==> config.mk <==
export PLATFORM = sky130hd
export DESIGN_NAME = abwc_area_timing
export DESIGN_NICKNAME = d
export VERILOG_FILES = /design/src/hdl/abwc_pkg.sv /design/src/hdl/abwc_area_timing.sv /design/src/hdl/abwc_wait_decode.sv
export VERILOG_INCLUDE_DIRS = /design/src /design/src/hdl
export SDC_FILE = /design/constraint.sdc
export NUM_CORES = 1
export LEC_CHECK = 0
export BUFFER_PORTS_ARGS = -buffer_cell sky130_fd_sc_hd__buf_2
export CAP_MARGIN = 20
export CORE_UTILIZATION = 45
export DETAILED_ROUTE_END_ITERATION = 10
export PLACE_DENSITY = 0.78
export SLEW_MARGIN = 20
export SYNTH_ARGS = -nofsm -noshare
export SYNTH_HDL_FRONTEND = slang
export SYNTH_SLANG_ARGS = --single-unit
==> constraint.sdc <==
create_clock -name clk -period 2.4 [get_ports clk]
set_input_delay 0.72 -clock clk [delete_from_list [all_inputs] [get_ports clk]]
set_output_delay 0.72 -clock clk [all_outputs]
set_load 0.02 [all_outputs]
==> src/hdl/abwc_map.svh <==
`ifndef ABWC_MAP_SVH
`define ABWC_MAP_SVH

// ==========================================================================
// Register map
// ==========================================================================
`define ABWC_CFG_OFFSET 12'h000
`define ABWC_STAT_OFFSET 12'h004
`define ABWC_CFG_RESET 32'h0000_0500
`define ABWC_CFG_WMASK 32'h0007_1fc3

// ==========================================================================
// Field positions of the wait configuration register
// ==========================================================================
`define ABWC_WW_MSB 18
`define ABWC_WW_LSB 16
`define ABWC_SW_MSB 12
`define ABWC_SW_LSB 11
`define ABWC_WR_MSB 10
`define ABWC_WR_LSB 7
`define ABWC_WM_BIT 6
`define ABWC_HW_MSB 1
`define ABWC_HW_LSB 0

// ==========================================================================
// Bus answers and timing
// ==========================================================================
`define ABWC_RESP_OKAY 2'b00
`define ABWC_RESP_SLVERR 2'b10
`define ABWC_WAIT_RESERVED 5'd24

`endif

==> src/hdl/abwc_pkg.sv <==
package abwc_pkg;

  typedef enum logic [1:0] {
    ST_IDLE = 2'b00,
    ST_SETUP = 2'b01,
    ST_STROBE = 2'b11,
    ST_HOLD = 2'b10
  } abwc_state_t;

  typedef logic [4:0] abwc_wait_t;

endpackage

==> src/hdl/abwc_area_timing.sv <==
`timescale 1ns/10ps
`include "abwc_map.svh"


module abwc_area_timing #(
  parameter int ADDR_W = 12
) (
  input wire logic clk,
  input wire logic reset,
  input wire logic [ADDR_W-1:0] awaddr,
  input wire logic awvalid,
  output logic awready,
  input wire logic [31:0] wdata,
  input wire logic [3:0] wstrb,
  input wire logic wvalid,
  output logic wready,
  output logic [1:0] bresp,
  output logic bvalid,
  input wire logic bready,
  input wire logic [ADDR_W-1:0] araddr,
  input wire logic arvalid,
  output logic arready,
  output logic [31:0] rdata,
  output logic [1:0] rresp,
  output logic rvalid,
  input wire logic rready,
  input wire logic accReq,
  input wire logic accWrite,
  output logic accReady,
  output logic accDone,
  input wire logic extWaitN,
  output logic areaSelectN,
  output logic readStrobeN,
  output logic byteStrobeN
);
  import abwc_pkg::*;

  // ========================================================================
  // Declarations
  // ========================================================================
  logic [31:0] cfg_r, cfg_nxt;
  logic bvalid_r, bvalid_nxt;
  logic [1:0] bresp_r, bresp_nxt;
  logic rvalid_r, rvalid_nxt;
  logic [1:0] rresp_r, rresp_nxt;
  logic [31:0] rdata_r, rdata_nxt;
  logic wrFire, rdFire;
  logic waitMeta_r, waitSync_r;
  abwc_state_t state_r, state_nxt;
  logic [5:0] cnt_r, cnt_nxt;
  logic isWrite_r, isWrite_nxt;
  logic mask_r, mask_nxt;
  logic [1:0] hold_r, hold_nxt;
  abwc_wait_t wait_r, wait_nxt;
  logic done_r, done_nxt;
  logic selN_r, selN_nxt;
  logic rdN_r, rdN_nxt;
  logic wrN_r, wrN_nxt;
  abwc_wait_t readWait, writeWait;
  logic [31:0] statusWord;

  abwc_wait_decode u_decode (
    .readCode(cfg_r[`ABWC_WR_MSB:`ABWC_WR_LSB]),
    .writeCode(cfg_r[`ABWC_WW_MSB:`ABWC_WW_LSB]),
    .readWait(readWait),
    .writeWait(writeWait)
  );

  // ========================================================================
  // AXI4-Lite slave
  // ========================================================================
  // Address and data are taken in the same cycle; a master holds both until then.
  assign wrFire = awvalid && wvalid && !bvalid_r;
  assign awready = wrFire;
  assign wready = wrFire;
  assign rdFire = arvalid && !rvalid_r;
  assign arready = !rvalid_r;
  assign bvalid = bvalid_r;
  assign bresp = bresp_r;
  assign rvalid = rvalid_r;
  assign rresp = rresp_r;
  assign rdata = rdata_r;

  assign statusWord = {28'h0000000, state_r, waitSync_r, state_r != ST_IDLE};

  always_comb begin
    cfg_nxt = cfg_r;
    bvalid_nxt = bvalid_r;
    bresp_nxt = bresp_r;
    if (bvalid_r && bready) begin
      bvalid_nxt = 1'b0;
    end
    if (wrFire) begin
      bvalid_nxt = 1'b1;
      bresp_nxt = `ABWC_RESP_OKAY;
      if (awaddr == `ABWC_CFG_OFFSET) begin
        for (int b = 0; b < 4; b++) begin
          if (wstrb[b]) begin
            cfg_nxt[8*b +: 8] = wdata[8*b +: 8];
          end
        end
        // Unused positions never store, whatever software writes there.
        cfg_nxt = cfg_nxt & `ABWC_CFG_WMASK;
      end else if (awaddr != `ABWC_STAT_OFFSET) begin
        bresp_nxt = `ABWC_RESP_SLVERR;
      end
    end
  end

  always_comb begin
    rvalid_nxt = rvalid_r;
    rresp_nxt = rresp_r;
    rdata_nxt = rdata_r;
    if (rvalid_r && rready) begin
      rvalid_nxt = 1'b0;
    end
    if (rdFire) begin
      rvalid_nxt = 1'b1;
      rresp_nxt = `ABWC_RESP_OKAY;
      if (araddr == `ABWC_CFG_OFFSET) begin
        rdata_nxt = cfg_r & `ABWC_CFG_WMASK;
      end else if (araddr == `ABWC_STAT_OFFSET) begin
        rdata_nxt = statusWord;
      end else begin
        rdata_nxt = 32'h0000_0000;
        rresp_nxt = `ABWC_RESP_SLVERR;
      end
    end
  end

  always_ff @(posedge clk or posedge reset) begin
    if (reset) begin
      cfg_r <= `ABWC_CFG_RESET;
      bvalid_r <= 1'b0;
      bresp_r <= `ABWC_RESP_OKAY;
      rvalid_r <= 1'b0;
      rresp_r <= `ABWC_RESP_OKAY;
      rdata_r <= 32'h0000_0000;
    end else begin
      cfg_r <= cfg_nxt;
      bvalid_r <= bvalid_nxt;
      bresp_r <= bresp_nxt;
      rvalid_r <= rvalid_nxt;
      rresp_r <= rresp_nxt;
      rdata_r <= rdata_nxt;
    end
  end

  // ========================================================================
  // External wait synchroniser
  // ========================================================================
  always_ff @(posedge clk or posedge reset) begin
    if (reset) begin
      waitMeta_r <= 1'b0;
      waitSync_r <= 1'b0;
    end else begin
      waitMeta_r <= !extWaitN;
      waitSync_r <= waitMeta_r;
    end
  end

  // ========================================================================
  // Bus cycle sequencer
  // ========================================================================
  // One clk period is half a bus cycle, so half-cycle settings map onto whole clocks.
  // Settings are captured at the start of an access; a register write during an
  // access takes effect only on the next one.
  assign accReady = (state_r == ST_IDLE);
  assign accDone = done_r;
  assign areaSelectN = selN_r;
  assign readStrobeN = rdN_r;
  assign byteStrobeN = wrN_r;

  always_comb begin
    state_nxt = state_r;
    cnt_nxt = cnt_r;
    isWrite_nxt = isWrite_r;
    mask_nxt = mask_r;
    hold_nxt = hold_r;
    wait_nxt = wait_r;
    done_nxt = 1'b0;
    unique case (state_r)
      ST_IDLE: begin
        if (accReq) begin
          state_nxt = ST_SETUP;
          isWrite_nxt = accWrite;
          mask_nxt = cfg_r[`ABWC_WM_BIT];
          hold_nxt = cfg_r[`ABWC_HW_MSB:`ABWC_HW_LSB];
          wait_nxt = accWrite ? writeWait : readWait;
          cnt_nxt = 6'({cfg_r[`ABWC_SW_MSB:`ABWC_SW_LSB], 1'b0});
        end
      end
      ST_SETUP: begin
        if (cnt_r == 6'd0) begin
          state_nxt = ST_STROBE;
          cnt_nxt = 6'({wait_r, 1'b0}) + 6'd1;
        end else begin
          cnt_nxt = cnt_r - 6'd1;
        end
      end
      ST_STROBE: begin
        if (cnt_r != 6'd0) begin
          cnt_nxt = cnt_r - 6'd1;
        end else if (!mask_r && waitSync_r) begin
          state_nxt = ST_STROBE;
        end else begin
          state_nxt = ST_HOLD;
          cnt_nxt = 6'({hold_r, 1'b0});
        end
      end
      ST_HOLD: begin
        if (cnt_r == 6'd0) begin
          state_nxt = ST_IDLE;
          done_nxt = 1'b1;
        end else begin
          cnt_nxt = cnt_r - 6'd1;
        end
      end
    endcase
    selN_nxt = (state_nxt == ST_IDLE);
    rdN_nxt = !((state_nxt == ST_STROBE) && !isWrite_nxt);
    wrN_nxt = !((state_nxt == ST_STROBE) && isWrite_nxt);
  end

  always_ff @(posedge clk or posedge reset) begin
    if (reset) begin
      state_r <= ST_IDLE;
      cnt_r <= 6'd0;
      isWrite_r <= 1'b0;
      mask_r <= 1'b0;
      hold_r <= 2'b00;
      wait_r <= 5'd0;
      done_r <= 1'b0;
      selN_r <= 1'b1;
      rdN_r <= 1'b1;
      wrN_r <= 1'b1;
    end else begin
      state_r <= state_nxt;
      cnt_r <= cnt_nxt;
      isWrite_r <= isWrite_nxt;
      mask_r <= mask_nxt;
      hold_r <= hold_nxt;
      wait_r <= wait_nxt;
      done_r <= done_nxt;
      selN_r <= selN_nxt;
      rdN_r <= rdN_nxt;
      wrN_r <= wrN_nxt;
    end
  end

  // ========================================================================
  // Checks
  // ========================================================================
  logic [5:0] stLen_r;
  logic [1:0] swAcc_r;

  always_ff @(posedge clk or posedge reset) begin
    if (reset) begin
      stLen_r <= 6'd0;
      swAcc_r <= 2'b00;
    end else begin
      stLen_r <= (state_nxt != state_r) ? 6'd1 : stLen_r + 6'd1;
      if (state_r == ST_IDLE && accReq) begin
        swAcc_r <= cfg_r[`ABWC_SW_MSB:`ABWC_SW_LSB];
      end
    end
  end

  AST_RSVD_ZERO: assert property (@(posedge clk) disable iff (reset)
    rvalid |-> (rdata[31:19] == 13'h0) && (rdata[15:13] == 3'h0))
    else $error("Unused register bits read back nonzero.");

  AST_WW_SAME: assert property (@(posedge clk) disable iff (reset)
    (cfg_r[`ABWC_WW_MSB:`ABWC_WW_LSB] == 3'h0) |-> (writeWait == readWait))
    else $error("Write wait code zero does not follow the read wait.");

  AST_WW_CODE: assert property (@(posedge clk) disable iff (reset)
    (cfg_r[`ABWC_WW_MSB:`ABWC_WW_LSB] != 3'h0)
    |-> (writeWait == 5'(cfg_r[`ABWC_WW_MSB:`ABWC_WW_LSB]) - 5'd1))
    else $error("Write wait count is not code minus one.");

  AST_SETUP_LEN: assert property (@(posedge clk) disable iff (reset)
    (state_r == ST_SETUP && state_nxt == ST_STROBE)
    |-> (stLen_r == 6'({swAcc_r, 1'b0}) + 6'd1))
    else $error("Setup delay does not match the setup code.");

  AST_WR_LOW: assert property (@(posedge clk) disable iff (reset)
    (cfg_r[`ABWC_WR_MSB:`ABWC_WR_LSB] <= 4'h6)
    |-> (readWait == 5'(cfg_r[`ABWC_WR_MSB:`ABWC_WR_LSB])))
    else $error("Read wait count differs from its code.");

  AST_WR_HIGH: assert property (@(posedge clk) disable iff (reset)
    (cfg_r[`ABWC_WR_MSB:`ABWC_WR_LSB] inside {4'h7, 4'h8, 4'h9, 4'ha})
    |-> (readWait == 5'({cfg_r[`ABWC_WR_MSB:`ABWC_WR_LSB], 1'b0}) - 5'd6))
    else $error("Long read wait count is wrong.");

  AST_EXT_WAIT: assert property (@(posedge clk) disable iff (reset)
    (state_r == ST_STROBE && cnt_r == 6'd0 && !mask_r && waitSync_r)
    |=> (state_r == ST_STROBE) && !areaSelectN)
    else $error("External wait did not stretch the strobe.");

  AST_HOLD_LEN: assert property (@(posedge clk) disable iff (reset)
    (state_r == ST_HOLD && state_nxt == ST_IDLE)
    |-> (stLen_r == 6'({hold_r, 1'b0}) + 6'd1) ##1 (accDone && areaSelectN))
    else $error("Hold delay does not match the hold code.");

  AST_STROBE_LEN: assert property (@(posedge clk) disable iff (reset)
    (state_r == ST_STROBE && state_nxt == ST_HOLD && mask_r)
    |-> (stLen_r == 6'({wait_r, 1'b0}) + 6'd2))
    else $error("Strobe width is not one base cycle plus the wait count.");

endmodule

==> src/hdl/abwc_wait_decode.sv <==
`timescale 1ns/10ps
`include "abwc_map.svh"

module abwc_wait_decode (
  input wire logic [3:0] readCode,
  input wire logic [2:0] writeCode,
  output abwc_pkg::abwc_wait_t readWait,
  output abwc_pkg::abwc_wait_t writeWait
);
  import abwc_pkg::*;

  // ========================================================================
  // Read and write wait count decode
  // ========================================================================
  always_comb begin
    unique case (readCode)
      4'h0, 4'h1, 4'h2, 4'h3, 4'h4, 4'h5, 4'h6: readWait = abwc_wait_t'(readCode);
      4'h7: readWait = 5'd8;
      4'h8: readWait = 5'd10;
      4'h9: readWait = 5'd12;
      4'ha: readWait = 5'd14;
      4'hb: readWait = 5'd18;
      // Prohibited codes fall back to a wait of 24, longer than any legal code gives, so a slow part stays safe.
      default: readWait = `ABWC_WAIT_RESERVED;
    endcase
    if (writeCode == 3'h0) begin
      writeWait = readWait;
    end else begin
      writeWait = abwc_wait_t'(writeCode - 3'h1);
    end
  end

endmodule

; ---- Word level (Yosys, flattened, before mapping)
; Cells that the tools add are included.
[totals]
ff_bits = 73
latch_bits = 0
ramBits = 0
mem_bits_ro = 0
inputBits = 70
output_inout_bits = 46
n_memories = 0
[op_classes]
addsub = 3
mul = 0
n_div = 0
order_cmp = 0
n_eq_ne = 20
shift = 0
muxes = 29
bitwise = 0
reduce_logical = 32
[ops]
columns = operator, count
row1 = 6-bit two-way mux, 5
row2 = 5-bit one-hot mux with 6 select lines, 1
row3 = 12-bit logical NOT, 2
row4 = 6-bit one-hot mux with 4 select lines, 1
row5 = 19-bit two-way mux, 1
row6 = "4-bit by 3-bit equality test with 1-bit output, second input constant", 4
row7 = "4-bit equality test, second input constant", 4
row8 = 2-bit two-way mux, 8
row9 = "12-bit by 3-bit equality test with 1-bit output, second input constant", 1
row10 = "12-bit by 3-bit != test with 1-bit output, second input constant", 1
row11 = 3-bit AND reduction, 4
row12 = 5-bit two-way mux, 2
row13 = 1-bit two-way mux, 9
row14 = "4-bit by 2-bit equality test with 1-bit output, second input constant", 2
row15 = 1-bit logical AND, 8
row16 = 2-bit one-hot mux with 4 select lines, 1
row17 = 1-bit logical NOT, 7
row18 = 7-bit OR reduction, 1
row19 = "6-bit by 1-bit adder with 6-bit output, second input constant", 1
row20 = "2-bit equality test, second input constant", 3
row21 = 6-bit logical NOT, 1
row22 = 2-bit nonzero test, 3
row23 = 6-bit nonzero test, 1
row24 = "6-bit by 1-bit subtractor with 6-bit output, second input constant", 1
row25 = other kinds (10), 12

; ---- Depth between registers and ports, before layout
[logic_depth]
depth_word = 8
mapped_depth = 8

; ---- Cells and area by module
; Synthesis repeated with hierarchy kept, for this count alone.
[unflattened]
cells_unflattened = 265
area_unflattened_um2 = 2793.9
[modules_own_cells]
columns = module, instances, cells_each, area_per_inst_um2
row1 = abwc_area_timing, 1, 238, 2605.0
row2 = abwc_wait_decode, 1, 27, 188.9

; ---- Least setup slack after synthesis
; OpenSTA, ideal clock, no wires.
[synth_timing]
path_kind = input port to flip-flop
startpoint = in wvalid
endpoint = reg cfg_r[11]
setup_time_ns = 0.125
arrival_ns = 1.996
slack_ns = 0.279
path_stages = 6
cell_sequence = and3b_1 -> nand4_1 -> nor2_1 -> and2_1 -> clkbuf_1 -> mux2_2
[synth_via]
elab_chain_cells = 3
[synth_rtl]
columns = item, line
row1 = from (decl), abwc_area_timing.sv:15  ; input wire logic wvalid,
row2 = 1-bit logical AND (2 in a row), abwc_area_timing.sv:73  ; assign wrFire = awvalid && wvalid && !bvalid_r;
row3 = 3-bit AND reduction (no source line), --
row4 = to (signal assigned), abwc_area_timing.sv:133  ; cfg_r <= `ABWC_CFG_RESET;
row5 = to (signal assigned), abwc_area_timing.sv:140  ; cfg_r <= cfg_nxt;
row6 = to (decl), abwc_area_timing.sv:41  ; logic [31:0] cfg_r, cfg_nxt;
; No other way between the ends.
; A chain may end at the register's enable or synchronous reset.

; ---- Worst setup path in the final report
[layout_timing]
startpoint = reg cnt_r[0]
endpoint = reg cnt_r[2]
[layout_via]
elab_chain_cells = 3
word_cells_on_any_way = 10
cone_classes = add/sub: 1 / eq/ne: 2 / mux: 4 / reduce/logical: 3
[layout_rtl]
columns = item, line
row1 = from (decl), abwc_area_timing.sv:50  ; logic [5:0] cnt_r, cnt_nxt;
row2 = from (signal assigned), abwc_area_timing.sv:239  ; cnt_r <= cnt_nxt;
row3 = 6-bit by 1-bit subtractor with 6-bit output (tied with other cells), "abwc_area_timing.sv:198, abwc_area_timing.sv:203, abwc_area_timing.sv:216"
row4 = 6-bit two-way mux (tied with other cells), abwc_area_timing.sv:212  ; if (cnt_r == 6'd0) begin
row5 = 6-bit one-hot mux with 4 select lines or 3-bit AND reduction (tied branches), --
; Parallel ways exist; a longest one is shown, timed or not. The select of a mux whose other input is x is not followed.

==> metrics.md <==
| Metric | Value |
|---|---|
| Status | `finished clean` |
| Avg Cell Area, Syn | `9.96 um2` |
| Worst vdd ir | `0.326 mV` |
| CP Class | `reg2reg` |
| Root Driver | `clkbuf_8` |
| Post-CTS resize count | `0` |
| Setup WS post-layout | `0.435 ns` |
| Grt ovf | `0` |
| GP Congestion | `0.818` |
| TritonCTS Buffers | `5` |
| Final Setup Violations | `0` |
| Initial DRC count | `195` |
| P_leak | `1.60 nW` |
| Arrival time worst endpoint | `2.14 ns` |
| Worst-skew pair later-pin latency | `0.31 ns` |
| EDFF count, synth | `0` |
| Starting Density | `0.478` |
| Setup crit start kind | `flip-flop` |
| Period utilization | `0.819` |
| Post-detail-place hpwl | `4.09 mm` |
| Port bufs | `74` |
| Setup TNS | `0 ns` |
| CTS sink count | `53` |
| CP Max Fanout | `13` |
| Max Slew Vio Count | `0` |
| WL/cell | `13.3 um` |
| Post-DRT Antenna Nets | `0` |
| Max Cap Viol | `0` |
| Die Y | `79.2 um` |
| Htree depth | `2` |
| Post-cts hold buffer count | `0` |
| Synth Flop Type | `dfrtp_1` |
| Min-delay worst type | `reg2reg` |
| Largest net degree at the start of global routing | `54` |
| Synth warnings | `0` |
| Critical Path Sink Type | `flip-flop` |
| Fmax | `0.509 GHz` |
| Antenna violations before repair | `0` |
| Vias per cell | `5.10` |
| Commonest non-fill, non-tap cell in the layout | `buf_2` |
| First-pass GRT wire length | `9.35 mm` |
| Rows | `27` |
| Clock Tree Buf Depth | `2` |
| Syn Std Cell Area | `0.00268 mm2` |
| Req. time, crit path | `2.58 ns` |
| Share of layout cells above drive strength 1 | `0.345` |
| Vias in the first global route | `2,062` |
| Place WS | `0.113 ns` |
| Remaining DRCs | `0` |
| Core footprint | `0.00561 mm2` |
| Clock transition at path regs | `0.10 ns` |
| Final Hold Viols | `0` |
| Area Overhead vs Synth | `18.7%` |
| TritonCTS clock tree | `done` |
| Synth unique cells | `50` |
| Gate Count Post-Synth | `269` |
| Ant diodes | `0` |
| Worst Skew | `0.0125 ns` |
| Register bit count reported by yosys | `53` |
| Via count | `2,125` |
| Power Density | `711 mW/mm2` |
| DRT Pass-1 Iters | `4` |
| RSZ-0062 raised after global routing | `no` |
| Detailed Route WL | `5.54 mm` |
| Total Nets Final | `418` |
| Sequential fraction of the synthesis area | `0.497` |
| Postcts setup bufs | `0` |
| Io pins | `116` |
| Final min period | `1.97 ns` |
| GRT Util Overall | `0.189` |
| Asr flop ratio synth | `1.00` |
| Most frequent cells in the layout | `74 x buf_2, 48 x dfrtp_1, 32 x nand2_1` |
| Die Width | `79.2 um` |
| FILL cells | `508` |
| Die footprint | `0.00627 mm2` |
[synth_stat cells (all sizes together) (5+ instances only)]
cell / count / area (um2)
dfrtp: 48 / 1200
nand2: 32 / 120
buf: 25 / 181
a21oi: 24 / 120
mux2: 19 / 214
nor2: 17 / 63.8
inv: 13 / 48.8
o21ai: 10 / 53.8
nor3: 9 / 45.0
clkbuf: 7 / 26.3
dfstp: 5 / 131
nand2b: 5 / 31.3
[kinds of logic (layout without fill, tap and decap cells)]
| kind of cell | count (synthesis) | in the layout | synth area share |
|---|---|---|---|
| flops | 53 | 53 | 0.497 |
| simple gates | 84 | 84 | 0.152 |
| xor+xnor | 2 | 2 | 0.00654 |
| mux | 22 | 22 | 0.0911 |
| compound gates | 58 | 58 | 0.137 |
| fa+ha+maj | 4 | 4 | 0.0187 |
| other cells | 1 | 20 | 0.00140 |
| buf+inv | 45 | 102 | 0.0958 |
[worst max-delay path, cell delays in order (launching register included)]
cell and delay, ns:
dfrtp_1 0.45, inv_1 0.12, ha_1 0.24, nor2b_1 0.19
nor2b_4 0.34, nand2_1 0.14, o311ai_1 0.24, a21oi_1 0.11
[area by class of cell]
cell class	instances	area [um2]	share of cell area
flip-flops and latches	53	1330	0.419
multi-input cells	190	1160	0.365
repair buffers	81	435	0.137
well taps	72	90.1	0.0283
clock buffers	5	68.8	0.0216
inverters	13	48.8	0.0153
clock inverters	3	43.8	0.0138
[state kept, by name, summed over array words and instances (netlist names)]
| register | count |
|---|---|
| readStrobeN | 1 |
| byteStrobeN | 1 |
| rvalid | 1 |
| mask_r | 1 |
| waitSync_r | 1 |
| state_r | 2 |
| isWrite_r | 1 |
| wait_r | 5 |
| bresp | 1 |
| areaSelectN | 1 |
| cfg_r | 12 |
| cnt_r | 6 |
| bvalid | 1 |
| accDone | 1 |
| hold_r | 2 |
| rdata | 14 |
| waitMeta_r | 1 |
| rresp | 1 |
[power by group]
| part | switching (W) | internal [W] |
|---|---|---|
| Sequential | 0.0000882 | 0.000972 |
| Combinational | 0.000326 | 0.000267 |
| Clock | 0.000294 | 0.000313 |
| Total | 0.000708 | 0.00155 |
[final timing paths]
path                       startpoint         end  slack [ns]  cells past startpoint
setup / recovery             cnt_r[0]    cnt_r[2]        0.43                      7
hold / removal             waitMeta_r  waitSync_r        0.36                      0
setup reg to reg             cnt_r[0]    cnt_r[2]        0.43                      7
hold reg to reg            waitMeta_r  waitSync_r        0.36                      0
max in group asynchronous       reset    cfg_r[8]        1.66                      3
min in group asynchronous       reset    cnt_r[0]        0.44                      3
[through the flow]
| stage | util | cell area [um2] | hold WS (ns) | cells | power (W) |
|---|---|---|---|---|---|
| after floorplan | - | 2750 | 0.331 | 288 | 0.00153 |
| after global placement | 0.547 | 3070 | 0.338 | 409 | 0.00164 |
| after detailed placement | 0.547 | 3070 | 0.343 | 409 | 0.00166 |
| after CTS | 0.567 | 3180 | 0.361 | 417 | 0.00227 |
| after global routing | 0.567 | 3180 | 0.382 | 417 | 0.00239 |
| final | 0.567 | 3180 | 0.360 | 417 | 0.00226 |
[metal layers]
metal,GRT usage,wire (um),up-vias
li1,-,-,1045
met1,0.248,2470,1000
met2,0.316,2740,72
met3,0.0402,270,8
met4,0.0509,62,0
met5,0,0,-
No activity file was read; power rests on OpenSTA's default activity.
